$ cat config.mk
export PLATFORM = sky130hd
export DESIGN_NAME = gpr_core_flat
export DESIGN_NICKNAME = d
export VERILOG_FILES = /design/src/common/gpr_pkg.sv /design/src/common/gpr_port_if.sv /design/src/hdl/gpr_core.sv /design/src/flat_wrapper.sv
export SDC_FILE = /design/constraint.sdc
export NUM_CORES = 1
export LEC_CHECK = 0
export BUFFER_PORTS_ARGS = -buffer_cell sky130_fd_sc_hd__buf_2
export CAP_MARGIN = 30
export CORE_AREA = 2 2 221 223
export CTS_BUF_LIST = sky130_fd_sc_hd__clkbuf_8
export DETAILED_ROUTE_END_ITERATION = 6
export DIE_AREA = 0 0 223 225
export HOLD_SLACK_MARGIN = 0.08
export SLEW_MARGIN = 15
export SYNTH_ARGS = -nofsm -noshare
export SYNTH_HDL_FRONTEND = slang
export SYNTH_SLANG_ARGS = --single-unit
$ cat constraint.sdc
create_clock -name clk -period 4.4 [get_ports clk]
set_input_delay 0.44 -clock clk [delete_from_list [all_inputs] [get_ports clk]]
set_output_delay 0.44 -clock clk [all_outputs]
set_load 0.02 [all_outputs]
$ cat src/common/gpr_pkg.sv
// shared constants and types for the graphics port routing ends
package gpr_pkg;
    localparam int ADDR_W = 32;
    localparam int DATA_W = 32;
    localparam int LEN_W = 12;
    localparam int SLOT_W = 9;
    localparam int MAX_DEPTH = 256;
    localparam int ALIGN_BITS = 3;
    localparam logic [ALIGN_BITS-1:0] ALIGN_ZERO = 3'h0;
    localparam logic [ADDR_W-1:0] MAIN_TOP_DEF = 32'h4000_0000;
    localparam logic [SLOT_W-1:0] SLOT_ZERO = 9'h000;
    localparam logic [SLOT_W-1:0] SLOT_ONE = 9'h001;
    localparam logic TAG_PORT = 1'b0;
    localparam logic TAG_PCI = 1'b1;

    // bus command codes carried with each port request
    typedef enum logic [3:0] {
        GPR_CMD_IO_RD = 4'h2,
        GPR_CMD_IO_WR = 4'h3,
        GPR_CMD_MEM_RD = 4'h6,
        GPR_CMD_MEM_WR = 4'h7,
        GPR_CMD_CFG_RD = 4'ha,
        GPR_CMD_CFG_WR = 4'hb
    } gpr_cmd_e;

    // core end sequencer, gray coded along idle-mem-fwd-cpl-gfx
    typedef enum logic [2:0] {
        GPR_ST_IDLE = 3'h0,
        GPR_ST_MEM = 3'h1,
        GPR_ST_FWD = 3'h3,
        GPR_ST_CPL = 3'h2,
        GPR_ST_GFX = 3'h6
    } gpr_state_e;

    function automatic logic gpr_is_mem(input logic [3:0] cmd);
        return (cmd == GPR_CMD_MEM_RD) || (cmd == GPR_CMD_MEM_WR);
    endfunction

    function automatic logic gpr_is_write(input logic [3:0] cmd);
        return cmd[0];
    endfunction
endpackage

$ cat src/common/gpr_port_if.sv
// point-to-point port joining the core logic end and the graphics end
interface gpr_port_if;
    import gpr_pkg::*;
    logic req_valid;
    logic req_ready;
    logic req_pipe;
    logic [3:0] req_cmd;
    logic [ADDR_W-1:0] req_addr;
    logic [LEN_W-1:0] req_len;
    logic [DATA_W-1:0] req_wdata;
    logic cpl_valid;
    logic cpl_err;
    logic [DATA_W-1:0] cpl_rdata;
    logic [SLOT_W-1:0] pipe_slots;
    logic tgt_valid;
    logic tgt_ready;
    logic [ADDR_W-1:0] tgt_addr;
    logic [DATA_W-1:0] tgt_data;

    modport core (
        input req_valid, req_pipe, req_cmd, req_addr, req_len, req_wdata, tgt_ready,
        output req_ready, cpl_valid, cpl_err, cpl_rdata, pipe_slots, tgt_valid, tgt_addr,
        tgt_data
    );
    modport gfx (
        output req_valid, req_pipe, req_cmd, req_addr, req_len, req_wdata, tgt_ready,
        input req_ready, cpl_valid, cpl_err, cpl_rdata, pipe_slots, tgt_valid, tgt_addr,
        tgt_data
    );
endinterface

$ cat src/hdl/gpr_core.sv
// core logic end: routes port and pci traffic to memory, pci and the graphics target
//
// Contract
// RULE1: only main-memory reads and writes are pipelined
// RULE2: everything else runs as ordinary pci transactions
// RULE3: pipelined and pci requests interleave on one port
// RULE4: memory controller is the only pipelined target
// RULE5: core is both pci master and pci target
// RULE6: graphics end is always a full pci target
// RULE7: exactly one core and one graphics agent
// RULE8: pipelined accesses are not cache snooped
// RULE9: every pci transaction snoops the processor cache
// RULE10: writes forwarded both ways between pci and port
// RULE11: cross-bus reads are not forwarded
// RULE12: remap of pci master accesses is optional
// RULE13: unremapped pci access in range is an error
// RULE14: in-range pci access remapped or faulted, never passed
// RULE15: outstanding requests never exceed reported pipe slots
// RULE16: pipelined address and length are 8-byte multiples
module gpr_core
    import gpr_pkg::*;
#(
    parameter logic [SLOT_W-1:0] SLOTS = 9'h100,
    parameter logic [ADDR_W-1:0] MAIN_TOP = MAIN_TOP_DEF
)
(
    input wire logic clk,
    input wire logic rst_n,
    gpr_port_if.core port,
    input wire logic remap_en,
    input wire logic [ADDR_W-1:0] remap_base,
    input wire logic [ADDR_W-1:0] remap_limit,
    input wire logic [ADDR_W-1:0] remap_xlat,
    output logic mem_valid,
    input wire logic mem_ready,
    output logic mem_we,
    output logic mem_snoop,
    output logic mem_tag,
    output logic [ADDR_W-1:0] mem_addr,
    output logic [LEN_W-1:0] mem_len,
    output logic [DATA_W-1:0] mem_wdata,
    input wire logic mem_rvalid,
    input wire logic mem_rtag,
    input wire logic [DATA_W-1:0] mem_rdata,
    output logic pcio_valid,
    input wire logic pcio_ready,
    output logic [ADDR_W-1:0] pcio_addr,
    output logic [DATA_W-1:0] pcio_data,
    input wire logic pcim_valid,
    output logic pcim_ready,
    input wire logic pcim_we,
    input wire logic [ADDR_W-1:0] pcim_addr,
    input wire logic [DATA_W-1:0] pcim_data,
    output logic pcim_done,
    output logic pcim_err,
    output logic [DATA_W-1:0] pcim_rdata
);
    gpr_state_e st_q;
    logic [SLOT_W-1:0] osd_q;
    logic err_q;
    logic we_q;
    logic snoop_q;
    logic tag_q;
    logic [ADDR_W-1:0] addr_q;
    logic [LEN_W-1:0] len_q;
    logic [DATA_W-1:0] data_q;
    logic port_take;
    logic pcim_take;
    logic p_mem;
    logic p_aligned;
    logic p_main;
    logic p_room;
    logic m_in_remap;
    logic m_main;
    logic mem_fire;
    logic osd_inc;
    logic osd_dec;
    logic cpl_now;
    logic mem_idle;
    logic [SLOT_W:0] mem_osd_q;

    // address translation through the remap range
    function automatic logic [ADDR_W-1:0] remap(input logic [ADDR_W-1:0] a);
        if ((a >= remap_base) && (a <= remap_limit))
            return a - remap_base + remap_xlat;
        return a;
    endfunction

    // classification of the request on offer
    always_comb
    begin
        p_mem = gpr_is_mem(port.req_cmd);
        p_aligned = (port.req_addr[ALIGN_BITS-1:0] == ALIGN_ZERO)
            && (port.req_len[ALIGN_BITS-1:0] == ALIGN_ZERO); // RULE16
        p_main = port.req_addr < MAIN_TOP;
        p_room = osd_q < SLOTS; // RULE15
        m_in_remap = (pcim_addr >= remap_base) && (pcim_addr <= remap_limit);
        m_main = pcim_addr < MAIN_TOP;
    end

    // port has priority; a pci master is served when the port is quiet
    assign port_take = (st_q == GPR_ST_IDLE) && port.req_valid && p_room; // RULE7
    assign pcim_take = (st_q == GPR_ST_IDLE) && !port.req_valid && pcim_valid;
    assign port.req_ready = port_take; // RULE3
    assign pcim_ready = pcim_take; // RULE5
    assign port.pipe_slots = SLOTS; // RULE15

    assign mem_valid = (st_q == GPR_ST_MEM);
    assign mem_fire = mem_valid && mem_ready;
    assign pcio_valid = (st_q == GPR_ST_FWD);
    assign port.tgt_valid = (st_q == GPR_ST_GFX);
    assign osd_inc = mem_fire && (tag_q == TAG_PORT);
    assign osd_dec = mem_rvalid && (mem_rtag == TAG_PORT);
    // local completions wait for memory replies so answers stay in order
    assign mem_idle = (mem_osd_q == '0);
    assign cpl_now = (st_q == GPR_ST_CPL) && mem_idle;

    // sequencer
    always_ff @(posedge clk or negedge rst_n)
    begin
        if (!rst_n)
            st_q <= GPR_ST_IDLE;
        else
        begin
            case (st_q)
                GPR_ST_IDLE:
                begin
                    if (port_take)
                    begin
                        if (port.req_pipe)
                            st_q <= (p_mem && p_aligned && p_main) // RULE1
                                ? GPR_ST_MEM : GPR_ST_CPL;
                        else if (p_mem && p_main)
                            st_q <= GPR_ST_MEM;
                        else if (gpr_is_write(port.req_cmd))
                            st_q <= GPR_ST_FWD; // RULE10
                        else
                            st_q <= GPR_ST_CPL; // RULE11
                    end
                    else if (pcim_take)
                    begin
                        if (m_in_remap && !remap_en)
                            st_q <= GPR_ST_CPL; // RULE13
                        else if (m_in_remap || m_main)
                            st_q <= GPR_ST_MEM; // RULE12
                        else if (pcim_we)
                            st_q <= GPR_ST_GFX; // RULE10
                        else
                            st_q <= GPR_ST_CPL; // RULE11
                    end
                end
                GPR_ST_MEM:
                    if (mem_ready)
                        st_q <= GPR_ST_IDLE; // RULE4
                GPR_ST_FWD:
                    if (pcio_ready)
                        st_q <= GPR_ST_CPL; // RULE2
                GPR_ST_GFX:
                    if (port.tgt_ready)
                        st_q <= GPR_ST_CPL; // RULE6
                GPR_ST_CPL:
                    if (mem_idle)
                        st_q <= GPR_ST_IDLE;
                default:
                    st_q <= GPR_ST_IDLE;
            endcase
        end
    end

    // latched request fields and routing attributes
    always_ff @(posedge clk or negedge rst_n)
    begin
        if (!rst_n)
        begin
            err_q <= 1'b0;
            we_q <= 1'b0;
            snoop_q <= 1'b0;
            tag_q <= TAG_PORT;
            addr_q <= '0;
            len_q <= '0;
            data_q <= '0;
        end
        else if (port_take)
        begin
            tag_q <= TAG_PORT;
            we_q <= gpr_is_write(port.req_cmd);
            snoop_q <= !port.req_pipe; // RULE8 RULE9
            addr_q <= remap(port.req_addr);
            len_q <= port.req_len;
            data_q <= port.req_wdata;
            err_q <= port.req_pipe ? !(p_mem && p_aligned && p_main)
                : !((p_mem && p_main) || gpr_is_write(port.req_cmd));
        end
        else if (pcim_take)
        begin
            tag_q <= TAG_PCI;
            we_q <= pcim_we;
            snoop_q <= 1'b1; // RULE9
            addr_q <= remap_en ? remap(pcim_addr) : pcim_addr; // RULE14
            len_q <= LEN_W'(DATA_W / 8);
            data_q <= pcim_data;
            err_q <= m_in_remap ? !remap_en : !(m_main || pcim_we); // RULE13 RULE14
        end
    end

    assign mem_we = we_q;
    assign mem_snoop = snoop_q;
    assign mem_tag = tag_q;
    assign mem_addr = addr_q;
    assign mem_len = len_q;
    assign mem_wdata = data_q;
    assign pcio_addr = addr_q;
    assign pcio_data = data_q;
    assign port.tgt_addr = addr_q;
    assign port.tgt_data = data_q;

    // port requests in flight at the memory controller
    always_ff @(posedge clk or negedge rst_n)
    begin
        if (!rst_n)
            osd_q <= SLOT_ZERO;
        else if (osd_inc && !osd_dec)
            osd_q <= osd_q + SLOT_ONE; // RULE15
        else if (osd_dec && !osd_inc)
            osd_q <= osd_q - SLOT_ONE;
    end

    // every memory access in flight, either tag; local answers wait for zero
    always_ff @(posedge clk or negedge rst_n)
    begin
        if (!rst_n)
            mem_osd_q <= '0;
        else if (mem_fire && !mem_rvalid)
            mem_osd_q <= mem_osd_q + {1'b0, SLOT_ONE};
        else if (mem_rvalid && !mem_fire)
            mem_osd_q <= mem_osd_q - {1'b0, SLOT_ONE};
    end

    // completions back to the graphics end
    always_ff @(posedge clk or negedge rst_n)
    begin
        if (!rst_n)
        begin
            port.cpl_valid <= 1'b0;
            port.cpl_err <= 1'b0;
            port.cpl_rdata <= '0;
        end
        else
        begin
            port.cpl_valid <= osd_dec || (cpl_now && tag_q == TAG_PORT);
            port.cpl_err <= !osd_dec && err_q;
            port.cpl_rdata <= osd_dec ? mem_rdata : '0;
        end
    end

    // completions back to the pci master
    always_ff @(posedge clk or negedge rst_n)
    begin
        if (!rst_n)
        begin
            pcim_done <= 1'b0;
            pcim_err <= 1'b0;
            pcim_rdata <= '0;
        end
        else
        begin
            pcim_done <= (mem_rvalid && mem_rtag == TAG_PCI)
                || (cpl_now && tag_q == TAG_PCI);
            pcim_err <= !(mem_rvalid && mem_rtag == TAG_PCI) && err_q; // RULE13
            pcim_rdata <= (mem_rvalid && mem_rtag == TAG_PCI) ? mem_rdata : '0;
        end
    end
endmodule

$ cat src/flat_wrapper.sv
// flat-port wrapper written by rule: the top's interface ports become plain ports
module gpr_core_flat import gpr_pkg::*;
#(
    parameter logic [SLOT_W-1:0] SLOTS = 9'h100,
    parameter logic [ADDR_W-1:0] MAIN_TOP = MAIN_TOP_DEF
)
  (clk, rst_n, remap_en, remap_base, remap_limit, remap_xlat, mem_valid, mem_ready, mem_we, mem_snoop, mem_tag, mem_addr, mem_len, mem_wdata, mem_rvalid, mem_rtag, mem_rdata, pcio_valid, pcio_ready, pcio_addr, pcio_data, pcim_valid, pcim_ready, pcim_we, pcim_addr, pcim_data, pcim_done, pcim_err, pcim_rdata, port_req_valid, port_req_pipe, port_req_cmd, port_req_addr, port_req_len, port_req_wdata, port_tgt_ready, port_req_ready, port_cpl_valid, port_cpl_err, port_cpl_rdata, port_pipe_slots, port_tgt_valid, port_tgt_addr, port_tgt_data);
  gpr_port_if port_i ();
  input wire logic clk;
  input wire logic rst_n;
  input wire logic remap_en;
  input wire logic [ADDR_W-1:0] remap_base;
  input wire logic [ADDR_W-1:0] remap_limit;
  input wire logic [ADDR_W-1:0] remap_xlat;
  output logic mem_valid;
  input wire logic mem_ready;
  output logic mem_we;
  output logic mem_snoop;
  output logic mem_tag;
  output logic [ADDR_W-1:0] mem_addr;
  output logic [LEN_W-1:0] mem_len;
  output logic [DATA_W-1:0] mem_wdata;
  input wire logic mem_rvalid;
  input wire logic mem_rtag;
  input wire logic [DATA_W-1:0] mem_rdata;
  output logic pcio_valid;
  input wire logic pcio_ready;
  output logic [ADDR_W-1:0] pcio_addr;
  output logic [DATA_W-1:0] pcio_data;
  input wire logic pcim_valid;
  output logic pcim_ready;
  input wire logic pcim_we;
  input wire logic [ADDR_W-1:0] pcim_addr;
  input wire logic [DATA_W-1:0] pcim_data;
  output logic pcim_done;
  output logic pcim_err;
  output logic [DATA_W-1:0] pcim_rdata;
  input wire logic [$bits(port_i.req_valid)-1:0] port_req_valid;
  input wire logic [$bits(port_i.req_pipe)-1:0] port_req_pipe;
  input wire logic [$bits(port_i.req_cmd)-1:0] port_req_cmd;
  input wire logic [$bits(port_i.req_addr)-1:0] port_req_addr;
  input wire logic [$bits(port_i.req_len)-1:0] port_req_len;
  input wire logic [$bits(port_i.req_wdata)-1:0] port_req_wdata;
  input wire logic [$bits(port_i.tgt_ready)-1:0] port_tgt_ready;
  output wire logic [$bits(port_i.req_ready)-1:0] port_req_ready;
  output wire logic [$bits(port_i.cpl_valid)-1:0] port_cpl_valid;
  output wire logic [$bits(port_i.cpl_err)-1:0] port_cpl_err;
  output wire logic [$bits(port_i.cpl_rdata)-1:0] port_cpl_rdata;
  output wire logic [$bits(port_i.pipe_slots)-1:0] port_pipe_slots;
  output wire logic [$bits(port_i.tgt_valid)-1:0] port_tgt_valid;
  output wire logic [$bits(port_i.tgt_addr)-1:0] port_tgt_addr;
  output wire logic [$bits(port_i.tgt_data)-1:0] port_tgt_data;
  assign port_i.req_valid = port_req_valid;
  assign port_i.req_pipe = port_req_pipe;
  assign port_i.req_cmd = port_req_cmd;
  assign port_i.req_addr = port_req_addr;
  assign port_i.req_len = port_req_len;
  assign port_i.req_wdata = port_req_wdata;
  assign port_i.tgt_ready = port_tgt_ready;
  assign port_req_ready = port_i.req_ready;
  assign port_cpl_valid = port_i.cpl_valid;
  assign port_cpl_err = port_i.cpl_err;
  assign port_cpl_rdata = port_i.cpl_rdata;
  assign port_pipe_slots = port_i.pipe_slots;
  assign port_tgt_valid = port_i.tgt_valid;
  assign port_tgt_addr = port_i.tgt_addr;
  assign port_tgt_data = port_i.tgt_data;
  gpr_core #(.SLOTS(SLOTS), .MAIN_TOP(MAIN_TOP)) u_core (.clk(clk), .rst_n(rst_n), .port(port_i), .remap_en(remap_en), .remap_base(remap_base), .remap_limit(remap_limit), .remap_xlat(remap_xlat), .mem_valid(mem_valid), .mem_ready(mem_ready), .mem_we(mem_we), .mem_snoop(mem_snoop), .mem_tag(mem_tag), .mem_addr(mem_addr), .mem_len(mem_len), .mem_wdata(mem_wdata), .mem_rvalid(mem_rvalid), .mem_rtag(mem_rtag), .mem_rdata(mem_rdata), .pcio_valid(pcio_valid), .pcio_ready(pcio_ready), .pcio_addr(pcio_addr), .pcio_data(pcio_data), .pcim_valid(pcim_valid), .pcim_ready(pcim_ready), .pcim_we(pcim_we), .pcim_addr(pcim_addr), .pcim_data(pcim_data), .pcim_done(pcim_done), .pcim_err(pcim_err), .pcim_rdata(pcim_rdata));
endmodule
==> out/results.tsv <==
stage	metric	value	unit
global_routing	first-pass GRT wire length	92200	µm
synthesis	ys flop type	dfrtp_1	
detailed_routing	wire per inst	20.6	µm
job	max cap viols	0	
synthesis	Commonest cells post-synth	303 x inv_1, 208 x ha_1, 175 x nand2_1, 170 x dfrtp_1, 137 x buf_4	
global_routing	Overflow after GRT	0	
worst_setup_path	Buf+Inv Stages, Crit Path	3	
cts	H-tree Lvls	4	
power_and_ir_drop	Leakage	10.9	nW
layout	Final nets	2997	
place	HPWL after DPL	52200	µm
synthesis	Synth Instances	2012	
place	Placer Congestion	0.974	
cts	clk slew on worst S/H paths	0.12	ns
synthesis	Yosys warning count	0	
detailed_routing	Iter 0 DRT Violations	1047	
cts	Worst-Skew Late Latency	0.52	ns
sta	setup TNS	0	ns
worst_setup_path	CP max stage cell	fa_1	
floorplan	# IOs	573	
cts	setup repair bufs after CTS	0	
synthesis	sequential share of the synthesized area	25.2	%
power_and_ir_drop	Max IR drop VDD	0.000294	V
sta	final number of setup-violating endpoints	0	
global_routing	Tot GR Track Use	24.4	%
synthesis	Async SR Flop Fraction	100	%
sta	relative slew slack	50.4	%
power_and_ir_drop	PwrDens	502	mW/mm²
synthesis	EDFF count, synth	0	
synthesis	post-synthesis cell area	0.0169	mm²
place	PortBufs	563	
worst_setup_path	data arrival time of the worst path	3.85	ns
run_status	status	finished, violations left	
worst_setup_path	crit-path leading delay family	compound AO/OA/AOI/OAI gates	
synthesis	mean post-synth cell area	8.39	µm²
sta	f_max	0.290	GHz
global_routing	vias in the first global route	15600	
floorplan	Die Area	0.0502	mm²
sta	Fin. Hold Viols	0	
floorplan	Core ar.	0.0475	mm²
floorplan	Die Wd	223	µm
sta	RSZ-0062 raised after global routing	false	
floorplan	Std-Cell Rows	80	
synthesis	post-synthesis register bit count	170	
synthesis	Distinct cells, synth	71	
detailed_routing	via count	16000	
sta	Clock Skews	0.0224	ns
cts	Root Driver	clkbuf_8	
sta	fin crit period	3.45	ns
global_routing	initial antenna violation count	5	
detailed_routing	met3 WL	4240	µm
synthesis	most frequent cell after synthesis	inv_1	
cts	CTS buffer count	17	
sta	fin crit share	78.4	%
layout	area occupied by multi-input gates	0.0103	mm²
layout	Area Growth Syn to Fin	18.1	%
floorplan	Chip Height	225	µm
cts	maximum root-to-sink buffer count	2	
detailed_routing	detailed-route wire length	63100	µm
detailed_routing	met1 wire length	26600	µm
worst_setup_path	crit-path cells	buf_2 -> inv_1 -> fa_1 -> inv_1 -> ha_1 -> a211oi_1 -> o211ai_1 -> a31oi_1 -> o21ai_0 -> a21oi_1 -> o21ai_0 -> xor2_1 -> nor2_1 -> a211oi_1	
run_status	failing checks	design-rule violations	
global_routing	largest net degree at the start of global routing	103	
floorplan	initial core utilization	35.5	%
worst_setup_path	worst setup path category	input port to register	
min_path	Worst Hold Class	input port to register	
worst_setup_path	CP required	4.80	ns
sta	Slew @ Worst Pin	0.739	ns
place	placed inst area	0.0195	mm²
detailed_routing	Remaining DRCs	1	
worst_setup_path	CP peak stage delay	0.65	ns
cts	CTS tree	built	
worst_setup_path	crit start category	input port	
synthesis	share of Yosys cell area claimed by the top area cell type	25.2	%
cts	CTS sink cnt	170	
sta	Max Slew Vio Count	0	
detailed_routing	met2 WL post-DR	30700	µm
detailed_routing	Routed Antenna Nets	0	
detailed_routing	Top Layer Used	met5	
layout	post-route design area	0.0199	mm²
layout	layout cells sized above 1	26.6	%
layout	filler instances	4851	
detailed_routing	router iterations before antenna repair	7	
worst_setup_path	CP Capture Type	register	
synthesis	top post-synthesis cells by area	dfrtp_1 25%, ha_1 15%, fa_1 7.6%	
synthesis	Yosys top cell by area	dfrtp_1	
detailed_routing	Vias/cell	5.21	
worst_setup_path	worst-path fanout max	4	
layout	Seq. cell area	0.00425	mm²
[stage by stage]
stage | hold slack, ns | power (mW) | instances | worst slack [ns] | utilization (%)
finish | 0.144 | 10.0 | 3072 | 0.950 | 41.9
global route | 0.111 | 10.7 | 3070 | 0.704 | 41.9
CTS | 0.0839 | 10.1 | 3069 | 0.952 | 41.9
detailed placement | 0.452 | 8.89 | 3035 | 0.524 | 41.1
global placement | 0.453 | 8.81 | 3035 | 0.574 | 41.1
floorplan | 0.144 | 7.31 | 2019 | 1.09 | -
[state kept, by name, indices dropped and copies added (netlist names), 3 cells and up]
signal	flops
u_core.mem_osd_q	10
u_core.osd_q	9
u_core.mem_wdata	32
u_core.mem_addr	32
u_core.pcim_rdata	32
u_core.mem_len	12
u_core.st_q	3
u_core.port.cpl_rdata	32
[cell usage in the layout, fill, tap and decap left out, types with 41 or more instances in the layout]
master / netlist / routed
buf_2: 6 / 562
inv_1: 303 / 302
ha_1: 208 / 208
nand2_1: 175 / 175
dfrtp_1: 170 / 170
a21oi_1: 127 / 127
nor2_1: 115 / 114
o21ai_0: 79 / 79
fa_1: 64 / 64
a31oi_1: 45 / 45
and2_1: 44 / 44
and3_1: 44 / 44
a21o_1: 41 / 41
xnor2_1: 41 / 41
[per-layer routing]
metal / track usage (%) / vias to the layer above
met4: 8.16 / 6
met5: 0 / -
met3: 4.77 / 85
met1: 30.4 / 7719
met2: 42.1 / 662
li1: - / 7534
[power breakdown]
part           internal, mW  switching (mW)
registers              2.07           0.595
clock network         0.411           0.704
logic                  2.26            3.97
[cells by family after synthesis]
family	count (synthesis)	share of synthesized area, %
AOI/OAI and AO/OA	455	17.5
DFF	170	25.2
muxes	26	1.59
and+or+nand+nor	515	14.6
buffers and inverters	497	14.1
adders and majority gates	272	23.0
xor gates and xnor gates	75	3.89
other	2	0.0445
[layout make-up]
class	instances	share of cell area, %
Inverter	303	5.71
Sequential cell	170	21.3
Timing Repair Buffer	597	15.6
Tap cell	615	3.86
Multi-Input combinational cell	1352	51.6
Antenna cell	3	0.0377
Clock buffer	17	1.17
Clock inverter	15	0.697
[timing repair]
action / CTS / global route
gates resized for setup: 0 / 0
hold buffers: 2 / 0
endpoints found under the hold margin: 69 / 0
[path summary, 6_finish.rpt]
kind	start	cells after the start	slack (ns)	endpoint
max reg2reg	u_core.st_q[2]$_DFFE_PN0P_	16	0.95	u_core.osd_q[8]$_DFFE_PN0P_
min in group asynchronous	rst_n	2	0.51	u_core.mem_len[3]$_DFFE_PN0P_
max	port_req_addr[1]	14	0.95	u_core.mem_addr[25]$_DFFE_PN0P_
min reg2reg	u_core.osd_q[8]$_DFFE_PN0P_	1	0.47	u_core.osd_q[8]$_DFFE_PN0P_
max in group asynchronous	rst_n	3	2.82	u_core.mem_wdata[25]$_DFFE_PN0P_
min	port_req_len[7]	2	0.14	u_core.mem_len[7]$_DFFE_PN0P_
(Power assumes the default switching activity.)
